## src/hdl/lxs_pkg.sv

```systemverilog
// Purpose: shared constants for the lin control / transceiver status register bank
// Assumes: 200 MHz system clock, byte-wide register port
// Notes: time-outs are given in microseconds and turned into cycle counts here
package lxs_pkg;
  // register addresses
  localparam logic [6:0] ADDR_LIN_CTRL = 7'h21; // lin_channel_control
  localparam logic [6:0] ADDR_XCVR_STAT = 7'h22; // transceiver_state
  // reset value of lin_channel_control (both channels offline)
  localparam logic [7:0] LIN_CTRL_RST = 8'h00;
  // bits of the second channel, kept clear on single-channel builds
  localparam logic [7:0] LIN_B_MASK = 8'hf0;
  // field layout inside one channel nibble
  localparam int FLD_OP_LSB = 0; // lin_op_sel
  localparam int FLD_SLOPE_LSB = 2; // slope select
  localparam int CH_STRIDE = 4; // nibble per channel
  // status bit positions
  localparam int ST_CTS = 7; // transmitter ready
  localparam int ST_PNERR = 6; // selective_wake_fault
  localparam int ST_PNS = 5; // selective_wake_cfg_state
  localparam int ST_OSC = 4; // selective_wake_osc_locked
  localparam int ST_QUIET = 3; // can_bus_quiet
  // slope codes
  localparam logic [1:0] SLOPE_NO_DTO = 2'h2; // slope on, time-out off
  localparam logic [1:0] SLOPE_RSVD = 2'h3; // reserved
  // op codes
  localparam logic [1:0] OP_OFF = 2'h0;
  localparam logic [1:0] OP_LISTEN = 2'h3;
  // timing
  localparam int CLK_MHZ = 200; // cycles per microsecond
  localparam int T_DOM_US = 10000; // dominant time-out, us
  localparam int T_SIL_US = 1000000; // bus silence time-out, us
  localparam int DOM_CYC_DEF = T_DOM_US * CLK_MHZ;
  localparam int SIL_CYC_DEF = T_SIL_US * CLK_MHZ;
  // chip operating mode as seen by the transceivers
  typedef enum logic [1:0] {
    SBC_OTHER = 2'b00,
    SBC_NORMAL = 2'b01,
    SBC_STANDBY = 2'b10
  } lxs_sbc_t;
  // lin transceiver mode
  typedef enum logic [1:0] {
    LM_OFFLINE = 2'b00,
    LM_ACTIVE = 2'b01,
    LM_LISTEN = 2'b10
  } lxs_lmode_t;
endpackage : lxs_pkg

```

## src/hdl/lxs_regs.sv

```systemverilog
// Purpose: lin channel control register and transceiver status register
// Assumes: register port and mode inputs are on CLK_SYS; pins are asynchronous
// Notes: status bits 2:0 belong to other logic and read as zero here
module lxs_regs import lxs_pkg::*; #(
  parameter int NUM_LIN = 2, // 1 or 2 lin channels
  parameter bit HAS_PN = 1'b1, // selective wake fitted
  parameter int DOM_CYC = DOM_CYC_DEF, // dominant time-out, cycles
  parameter int SIL_CYC = SIL_CYC_DEF // bus silence time-out, cycles
) (
  input wire logic CLK_SYS, // system clock
  input wire logic RST, // async reset, active high
  input wire logic CE, // clock enable, freezes all state when low
  input wire logic [6:0] REG_ADDR, // register address
  input wire logic [7:0] REG_WDATA, // write data
  input wire logic REG_WR, // write strobe, one cycle
  input wire logic REG_RD, // read strobe, one cycle
  output logic [7:0] REG_RDATA, // read data
  output logic REG_RVALID, // read data valid, one cycle
  input wire logic [1:0] SBC_MODE, // chip mode, lxs_sbc_t
  input wire logic LIN_VBAT_OK, // battery above lin undervoltage level
  input wire logic [NUM_LIN-1:0] LIN_TX_INPUT_N, // transmit pins, async
  input wire logic CAN_TX_READY, // can transmitter ready
  input wire logic FD_FRAME_ERROR_FLAG, // fd frame error flag
  input wire logic SELECTIVE_WAKE_CFG_VALID, // config-valid control bit
  input wire logic SELECTIVE_WAKE_OSC_LOCKED, // oscillator lock, async
  input wire logic CAN_BUS_ACTIVE, // can bus activity, async
  output logic [2*NUM_LIN-1:0] LIN_MODE, // per channel lxs_lmode_t
  output logic [NUM_LIN-1:0] LIN_TX_EN, // transmitter enabled
  output logic [NUM_LIN-1:0] LIN_RX_EN, // receiver enabled
  output logic [NUM_LIN-1:0] LIN_DOM_DRIVE, // drive bus dominant
  output logic [NUM_LIN-1:0] LIN_SLOPE_ON, // slope control active
  output logic [NUM_LIN-1:0] LIN_DTO_TRIP, // dominant time-out tripped
  output logic STD_WAKE_ONLY // wake falls back to standard pattern
);

  // register bank state
  logic [7:0] ctrl_ff; // lin_channel_control
  logic [7:0] rdata_ff; // read data
  logic rvalid_ff; // read valid
  logic std_wake_ff; // fallback flag
  // pin synchronisers
  logic osc_s1_ff;
  logic osc_s2_ff;
  logic act_s1_ff;
  logic act_s2_ff;
  // silence timer
  logic [31:0] sil_cnt_ff;
  logic quiet_ff; // can_bus_quiet

  // address decode
  wire sel_ctrl = (REG_ADDR == ADDR_LIN_CTRL);
  wire sel_stat = (REG_ADDR == ADDR_XCVR_STAT);
  wire ctrl_we = CE & REG_WR & sel_ctrl; // status writes fall on the floor
  // single-channel builds hold the second nibble at zero
  wire [7:0] ctrl_mask = (NUM_LIN > 1) ? 8'hff : ~LIN_B_MASK;
  wire [7:0] nxt_ctrl = ctrl_we ? (REG_WDATA & ctrl_mask) : ctrl_ff;

  // status word
  wire pn_fault = HAS_PN & (FD_FRAME_ERROR_FLAG | ~SELECTIVE_WAKE_CFG_VALID);
  wire pn_state = HAS_PN & SELECTIVE_WAKE_CFG_VALID;
  wire pn_osc = HAS_PN & osc_s2_ff;
  logic [7:0] stat_word;
  always_comb begin
    stat_word = 8'h00;
    stat_word[ST_CTS] = CAN_TX_READY;
    stat_word[ST_PNERR] = pn_fault;
    stat_word[ST_PNS] = pn_state;
    stat_word[ST_OSC] = pn_osc;
    stat_word[ST_QUIET] = quiet_ff;
  end

  // read mux; unmapped addresses answer zero
  wire [7:0] nxt_rdata = sel_ctrl ? ctrl_ff : (sel_stat ? stat_word : 8'h00);
  wire nxt_rvalid = REG_RD;

  // silence counter: any activity restarts it, quiet once the full time passed
  wire sil_hit = (sil_cnt_ff == 32'(SIL_CYC - 1));
  wire [31:0] nxt_sil_cnt = act_s2_ff ? 32'h0 : (quiet_ff ? sil_cnt_ff : sil_cnt_ff + 32'h1);
  wire nxt_quiet = ~act_s2_ff & (quiet_ff | sil_hit);

  // register and read path
  always_ff @(posedge CLK_SYS or posedge RST) begin
    if (RST) begin
      ctrl_ff <= LIN_CTRL_RST;
      rdata_ff <= 8'h00;
      rvalid_ff <= 1'b0;
      std_wake_ff <= 1'b0;
    end else if (CE) begin
      ctrl_ff <= nxt_ctrl;
      rdata_ff <= nxt_rdata;
      rvalid_ff <= nxt_rvalid;
      std_wake_ff <= pn_fault;
    end
  end

  // pin synchronisers; first stage feeds only the second
  always_ff @(posedge CLK_SYS or posedge RST) begin
    if (RST) begin
      osc_s1_ff <= 1'b0;
      osc_s2_ff <= 1'b0;
      act_s1_ff <= 1'b0;
      act_s2_ff <= 1'b0;
    end else if (CE) begin
      osc_s1_ff <= SELECTIVE_WAKE_OSC_LOCKED;
      osc_s2_ff <= osc_s1_ff;
      act_s1_ff <= CAN_BUS_ACTIVE;
      act_s2_ff <= act_s1_ff;
    end
  end

  // silence timer; reset counts as a quiet start, not as silence
  always_ff @(posedge CLK_SYS or posedge RST) begin
    if (RST) begin
      sil_cnt_ff <= 32'h0;
      quiet_ff <= 1'b0;
    end else if (CE) begin
      sil_cnt_ff <= nxt_sil_cnt;
      quiet_ff <= nxt_quiet;
    end
  end

  assign REG_RDATA = rdata_ff;
  assign REG_RVALID = rvalid_ff;
  assign STD_WAKE_ONLY = std_wake_ff;

  // per-channel transceiver control
  genvar ch;
  generate
    for (ch = 0; ch < NUM_LIN; ch++) begin : g_lin
      logic txd_s1_ff; // first sync stage
      logic txd_s2_ff; // synced transmit pin
      logic [31:0] dom_cnt_ff; // low-time counter
      logic trip_ff; // dominant time-out latched
      logic [1:0] mode_ff;
      logic tx_en_ff;
      logic rx_en_ff;
      logic dom_ff;
      logic slope_ff;

      wire [1:0] op = ctrl_ff[ch*CH_STRIDE+FLD_OP_LSB +: 2];
      wire [1:0] slope = ctrl_ff[ch*CH_STRIDE+FLD_SLOPE_LSB +: 2];
      wire normal = (SBC_MODE == SBC_NORMAL) & LIN_VBAT_OK;
      wire standby = (SBC_MODE == SBC_STANDBY) & LIN_VBAT_OK;
      // 01 and 10 are both active; only normal mode allows it
      wire [1:0] nm_mode = (op == OP_OFF) ? LM_OFFLINE : ((op == OP_LISTEN) ? LM_LISTEN : LM_ACTIVE);
      // standby keeps only listen-only alive
      wire [1:0] sb_mode = (op == OP_LISTEN) ? LM_LISTEN : LM_OFFLINE;
      wire [1:0] nxt_mode = normal ? nm_mode : (standby ? sb_mode : LM_OFFLINE);
      // time-out is on unless slope code 10 turns it off
      wire dto_en = (slope != SLOPE_NO_DTO);
      // counter runs while the pin is low and clears on the rising edge
      wire txd_low = ~txd_s2_ff;
      // compare with >= so a time-out re-enabled on a pin that is already low trips at once
      wire dom_hit = (dom_cnt_ff >= 32'(DOM_CYC - 1));
      // counter parks at the limit, so a long low with the time-out off cannot wrap it
      wire [31:0] nxt_dom_cnt = txd_low ? ((trip_ff | dom_hit) ? dom_cnt_ff : dom_cnt_ff + 32'h1) : 32'h0;
      wire nxt_trip = txd_low & dto_en & (trip_ff | dom_hit);
      // listen-only: receiver on, transmitter off
      wire nxt_tx_en = (nxt_mode == LM_ACTIVE) & ~nxt_trip;
      wire nxt_rx_en = (nxt_mode != LM_OFFLINE);
      wire nxt_dom = nxt_tx_en & txd_low;
      wire nxt_slope = (slope != SLOPE_RSVD);

      // transmit pin synchroniser, idles high like the pin pull-up
      always_ff @(posedge CLK_SYS or posedge RST) begin
        if (RST) begin
          txd_s1_ff <= 1'b1;
          txd_s2_ff <= 1'b1;
        end else if (CE) begin
          txd_s1_ff <= LIN_TX_INPUT_N[ch];
          txd_s2_ff <= txd_s1_ff;
        end
      end

      // dominant timer and trip flag
      always_ff @(posedge CLK_SYS or posedge RST) begin
        if (RST) begin
          dom_cnt_ff <= 32'h0;
          trip_ff <= 1'b0;
        end else if (CE) begin
          dom_cnt_ff <= nxt_dom_cnt;
          trip_ff <= nxt_trip;
        end
      end

      // registered transceiver controls
      always_ff @(posedge CLK_SYS or posedge RST) begin
        if (RST) begin
          mode_ff <= LM_OFFLINE;
          tx_en_ff <= 1'b0;
          rx_en_ff <= 1'b0;
          dom_ff <= 1'b0;
          slope_ff <= 1'b1;
        end else if (CE) begin
          mode_ff <= nxt_mode;
          tx_en_ff <= nxt_tx_en;
          rx_en_ff <= nxt_rx_en;
          dom_ff <= nxt_dom;
          slope_ff <= nxt_slope;
        end
      end

      assign LIN_MODE[2*ch +: 2] = mode_ff;
      assign LIN_TX_EN[ch] = tx_en_ff;
      assign LIN_RX_EN[ch] = rx_en_ff;
      assign LIN_DOM_DRIVE[ch] = dom_ff;
      assign LIN_SLOPE_ON[ch] = slope_ff;
      assign LIN_DTO_TRIP[ch] = trip_ff;

    end
  endgenerate
endmodule : lxs_regs

```

## config.mk

```make
export PLATFORM = sky130hd
export DESIGN_NAME = lxs_regs
export DESIGN_NICKNAME = d
export VERILOG_FILES = /design/src/hdl/lxs_pkg.sv /design/src/hdl/lxs_regs.sv
export SDC_FILE = /design/constraint.sdc
export NUM_CORES = 1
export LEC_CHECK = 0
export ABC_AREA = 1
export BUFFER_PORTS_ARGS = -buffer_cell sky130_fd_sc_hd__buf_2
export CORE_MARGIN = 4
export CORE_UTILIZATION = 28
export DETAILED_ROUTE_END_ITERATION = 6
export GPL_ROUTABILITY_DRIVEN = 0
export SYNTH_ARGS = -nofsm -noshare
export SYNTH_HDL_FRONTEND = slang
export SYNTH_SLANG_ARGS = --single-unit
export TNS_END_PERCENT = 10
```

## constraint.sdc

```tcl
create_clock -name CLK_SYS -period 5.35 [get_ports CLK_SYS]
set_input_delay 1.07 -clock CLK_SYS [delete_from_list [all_inputs] [get_ports CLK_SYS]]
set_output_delay 1.07 -clock CLK_SYS [all_outputs]
set_load 0.02 [all_outputs]
```

### Word level (Yosys, flattened, before mapping)

Index checks and enable logic that the tools add are counted.

* bits in registers: 137
* input port bits: 30
* output and inout port bits: 24
* logic and storage cells: 98

* add/subtract/negate cells: 3
* order comparisons: 2
* equal/unequal tests: 16
* mux-type cells: 18
* bitwise logic cells: 23
* reductions and logical operators: 8

Operators with widths (number)
* $mux 32: 6
* $add 32x1->32 const B: 3
* $ge 32x21->1 const B: 2
* $eq 32x28->1 const B: 1
* $mux 2: 10
* $mux 8: 2
* $eq 7x6->1 const B: 2
* $ne 2x2->1 const B: 7
* $and 1x1->1: 13
* $reduce_and 2->1: 4
* $eq 2x1->1 const B: 3
* $eq 2x2->1 const B: 3
* $not 1->1: 6
* $logic_not 2->1: 2
* $or 1x1->1: 4
* $reduce_bool 2->1: 2

### Longest topological paths before layout

* depth after elaboration: 7
* depth in mapped cells: 12
* depth with buffers taken out: 11

### Least setup slack after synthesis

Ideal clock, no wire load.

* path kind: input-to-reg
* start point: in REG_ADDR[4]
* end point: reg ctrl_ff[0]
* setup time: 0.065 ns
* data arrival time: 2.018 ns
* data required time: 5.285 ns
* path slack: 3.267 ns
* stages: 6
* path buffers: 1
* path through: nor3b_1 nand4_1 nor2_1 buf_2 nand3_1 nand2_1

* longest elaborated chain between the ends: 3

Ends and longest elaborated chain
* from (decl): RTL line lxs_regs.sv:13 `input wire logic [6:0] REG_ADDR,`
* $eq 7x6->1: RTL line lxs_regs.sv:51 `wire sel_ctrl = (REG_ADDR == ADDR_LIN_CTRL);`
* $and 1x1->1: RTL line lxs_regs.sv:53 `wire ctrl_we = CE & REG_WR & sel_ctrl;`
* $reduce_and 2->1 (no line)
* to (signal assigned): RTL line lxs_regs.sv:89 `ctrl_ff <= nxt_ctrl;`
* to (decl): RTL line lxs_regs.sv:37 `logic [7:0] ctrl_ff;`

No other way between the ends.
A chain may end at the register's enable or synchronous reset.

### Worst setup path in the final report

* start point: in CE
* end point: reg sil_cnt_ff[17]

* longest elaborated chain between the ends: 1

Ends and longest elaborated chain
* from (decl): RTL line lxs_regs.sv:12 `input wire logic CE,`
* $reduce_and 2->1 (no line)
* to (signal assigned): RTL line lxs_regs.sv:117 `sil_cnt_ff <= nxt_sil_cnt;`
* to (decl): RTL line lxs_regs.sv:47 `logic [31:0] sil_cnt_ff;`

No other way between the ends.

==> summary.json <==
{
  "run_status": {"value": "finished, final reports clean"},
  "period_share": {"value": 53.9, "unit": "%"},
  "layout_cells_sized_above_1": {"value": 12.2, "unit": "%"},
  "rsz0062_at_grt": {"value": "no"},
  "floorplan.initialDensity": {"value": 28.7, "unit": "%"},
  "cts.clk_slew.worst_paths": {"value": 0.06, "unit": "ns"},
  "final_antenna_net_count": {"value": 0},
  "syn-instance-count": {"value": 1091},
  "htree_num_levels": {"value": 4},
  "ctsResizeCount": {"value": 0},
  "final_cell_count_no_fill": {"value": 1512},
  "cp-start-kind": {"value": "input port"},
  "power_per_cell_area": {"value": 285, "unit": "mW/mm2"},
  "dpl.hpwl": {"value": 13700, "unit": "um"},
  "hold_buffers": {"value": 0},
  "finalCriticalPeriod": {"value": 2.88, "unit": "ns"},
  "post-route-drc-count": {"value": 0},
  "maxSlewViolCount": {"value": 0},
  "maxCapViolations": {"value": 0},
  "synth.avg_cell_area": {"value": 7.12, "unit": "um2"},
  "worst-path-max-fanout": {"value": 31},
  "slew-limit-headroom": {"value": 30.0, "unit": "%"},
  "antenna_violations_before_repair": {"value": 0},
  "setup_fix_buffers_added_after_clock_tree_synthesis": {"value": 0},
  "layout-area-overhead-vs-synth": {"value": 14.5, "unit": "%"},
  "via_count": {"value": 6869},
  "distinct_cell_type_count_after_synthesis": {"value": 42},
  "setup_viol": {"value": 0},
  "synth_fp_nets": {"value": 1128},
  "peakVddDrop": {"value": 232, "unit": "uV"},
  "final_nets": {"value": 1164},
  "cts.path.max_buffers": {"value": 2},
  "num-fill-cells": {"value": 2874},
  "tritoncts.num_buffers": {"value": 17},
  "first_iteration_detailed_routing_drc_count": {"value": 388},
  "p_leak": {"value": 0.00418, "unit": "uW"},
  "hold-worst-slack": {"value": 0.464, "unit": "ns"},
  "placement_rows": {"value": 60},
  "fp.dieArea": {"value": 0.0305, "unit": "mm2"},
  "crit_path_capture_type": {"value": "flip-flop"},
  "overall_die_width": {"value": 175, "unit": "um"},
  "timing.final.hold_violations": {"value": 0},
  "detailed_place.area": {"value": 0.00828, "unit": "mm2"},
  "kind_of_critical_path": {"value": "in2reg"},
  "die_y": {"value": 175, "unit": "um"},
  "top_level_ports": {"value": 54},
  "n_antenna_cell": {"value": 0},
  "mappedNetlistArea": {"value": 0.00777, "unit": "mm2"},
  "detail_route.vias_per_cell": {"value": 4.54},
  "critPathArrivalTime": {"value": 3.19, "unit": "ns"},
  "first_global_vias": {"value": 6475},
  "slew_at_the_pin_closest_to_its_max_slew_limit": {"value": 1.05, "unit": "ns"},
  "routed_len_inst": {"value": 12.7, "unit": "um"},
  "global_route.usage.total": {"value": 12.8, "unit": "%"},
  "yosysWarningCount": {"value": 0},
  "pin_count_of_the_biggest_net_entering_global_routing": {"value": 114},
  "synth_sequential_area_ratio": {"value": 44.2, "unit": "%"},
  "floorplan_core_area": {"value": 0.0271, "unit": "mm2"},
  "finalInstanceArea": {"value": 0.00889, "unit": "mm2"},
  "cts_root_buffer": {"value": "clkbuf_16"},
  "detail_route.first_pass.iterations": {"value": 5},
  "critPathRequiredTime": {"value": 5.66, "unit": "ns"},
  "portbufs": {"value": 53},
  "finClkSkew": {"value": 0.0106, "unit": "ns"},
  "commonest_cells_after_routing_fill_and_taps_aside": {"value": "nand2_1 (372), nor2_1 (153), dfrtp_1 (131), inv_1 (111), nand3_1 (89)"},
  "placed_cells_incl_taps": {"value": 1480},
  "max_freq": {"value": 347, "unit": "MHz"},
  "ys_seq_elements": {"value": 137},
  "finalSetupTns": {"value": 0, "unit": "ns"},
  "worstSkewPairLatency": {"value": 0.42, "unit": "ns"},
  "mostFrequentLayoutCell": {"value": "nand2_1"},
  "grt_first_pass_wirelength": {"value": 32500, "unit": "um"},
  "detail_route.wirelength": {"value": 19200, "unit": "um"},
  "cts_tree": {"value": "built"},
  "final_global_route_overflow_total": {"value": 0},
  "clkSinkCount": {"value": 137},
  "worstHoldPathType": {"value": "reg2reg"}
}
per-layer routing:
layer,routed length [um],up-vias,track usage [%]
met5,0,-,0
li1,-,3495,-
met2,8840,132,20.5
met4,378,0,3.50
met3,766,26,3.01
met1,9250,3216,17.5
Yosys cell counts (all sizes together):
library cell | n | area share [%]
o221ai | 1 | 0.11
a21oi | 21 | 1.4
a21o | 1 | 0.097
nor3 | 15 | 1.2
o31ai | 2 | 0.19
nand2 | 383 | 19
o21bai | 3 | 0.29
nand3b | 1 | 0.097
nor2 | 178 | 9.7
o21a | 1 | 0.097
nor3b | 5 | 0.55
nand3 | 91 | 6.0
xor2 | 12 | 1.4
buf | 29 | 2.6
or2 | 3 | 0.24
ha | 7 | 1.1
o21ai | 34 | 2.2
nor4 | 2 | 0.16
inv | 115 | 5.6
clkbuf | 9 | 0.45
clkinv | 1 | 0.048
a31oi | 2 | 0.16
nand4 | 33 | 2.7
dfrtp | 131 | 42
o211ai | 1 | 0.097
a22o | 2 | 0.23
xnor2 | 2 | 0.23
dfstp | 6 | 2.0
area by class of cell:
cell class,instances,area (um2),area share (%)
multi-input cells,800,3660,41.1
flip-flops and latches,137,3440,38.6
well taps,372,465,5.23
inverters,116,440,4.95
clock buffers,18,429,4.82
repair buffers,55,280,3.15
clock inverters,14,185,2.08
state kept, by name (all words and copies together), names as in the netlist:
register,flops
g_lin.mode_ff,4
g_lin.dom_cnt_ff,64
g_lin.dom_ff,2
osc_s2_ff,1
act_s2_ff,1
g_lin.txd_s2_ff,2
g_lin.tx_en_ff,2
REG_RDATA,8
g_lin.rx_en_ff,2
g_lin.slope_ff,2
STD_WAKE_ONLY,1
ctrl_ff,8
g_lin.trip_ff,2
osc_s1_ff,1
REG_RVALID,1
quiet_ff,1
sil_cnt_ff,32
g_lin.txd_s1_ff,2
act_s1_ff,1
final timing paths:
| check | cells after the start | endpoint | startpoint | slack, ns |
|---|---|---|---|---|
| max in group asynchronous | 3 | g_lin[1].slope_ff$_DFFE_PP1P_ | RST | 3.42 |
| min in group asynchronous | 2 | g_lin[1].dom_cnt_ff[17]$_DFFE_PP0P_ | RST | 0.90 |
| worst min-delay path | 2 | g_lin[0].txd_s1_ff$_DFFE_PP1P_ | g_lin[0].txd_s1_ff$_DFFE_PP1P_ | 0.46 |
| worst min register to register | 2 | g_lin[0].txd_s1_ff$_DFFE_PP1P_ | g_lin[0].txd_s1_ff$_DFFE_PP1P_ | 0.46 |
| worst max register to register | 7 | sil_cnt_ff[17]$_DFFE_PP0P_ | act_s2_ff$_DFFE_PP0P_ | 2.92 |
| worst max-delay path | 8 | sil_cnt_ff[17]$_DFFE_PP0P_ | CE | 2.47 |
through the flow:
step	setup WS (ns)	util (%)	power (uW)
finish	2.47	32.8	2530
global route	2.14	32.8	2640
CTS	2.51	32.8	2570
detailed placement	2.06	30.6	1320
global placement	2.10	30.6	1320
floorplan	0.622	-	1270
power by group:
group          internal (uW)  total, uW  switching [uW]
sequential              1080       1130            45.6
combinational           50.4        173             123
clock                    745       1230             488
worst max-delay path, stage by stage:
cell and delay (ns):
buf_2 0.13, nand2_1 0.32, nand2_1 0.89, nand4_1 0.28, nor2_1 0.20, nand2_1 0.08
o21ai_0 0.15, nor2_1 0.05
cell families (layout without fill, tap and decap cells):
group / Yosys count / after routing / share of synthesized area (%)
AO/OA/AOI/OAI: 68 / 68 / 4.81
XOR/XNOR: 14 / 14 / 1.58
adder cells (fa/ha/maj): 7 / 7 / 1.13
buffers and inverters: 154 / 203 / 8.70
flip-flops: 137 / 137 / 44.2
AND/OR/NAND/NOR: 711 / 711 / 39.6
No activity file was read; power rests on OpenSTA's default activity.
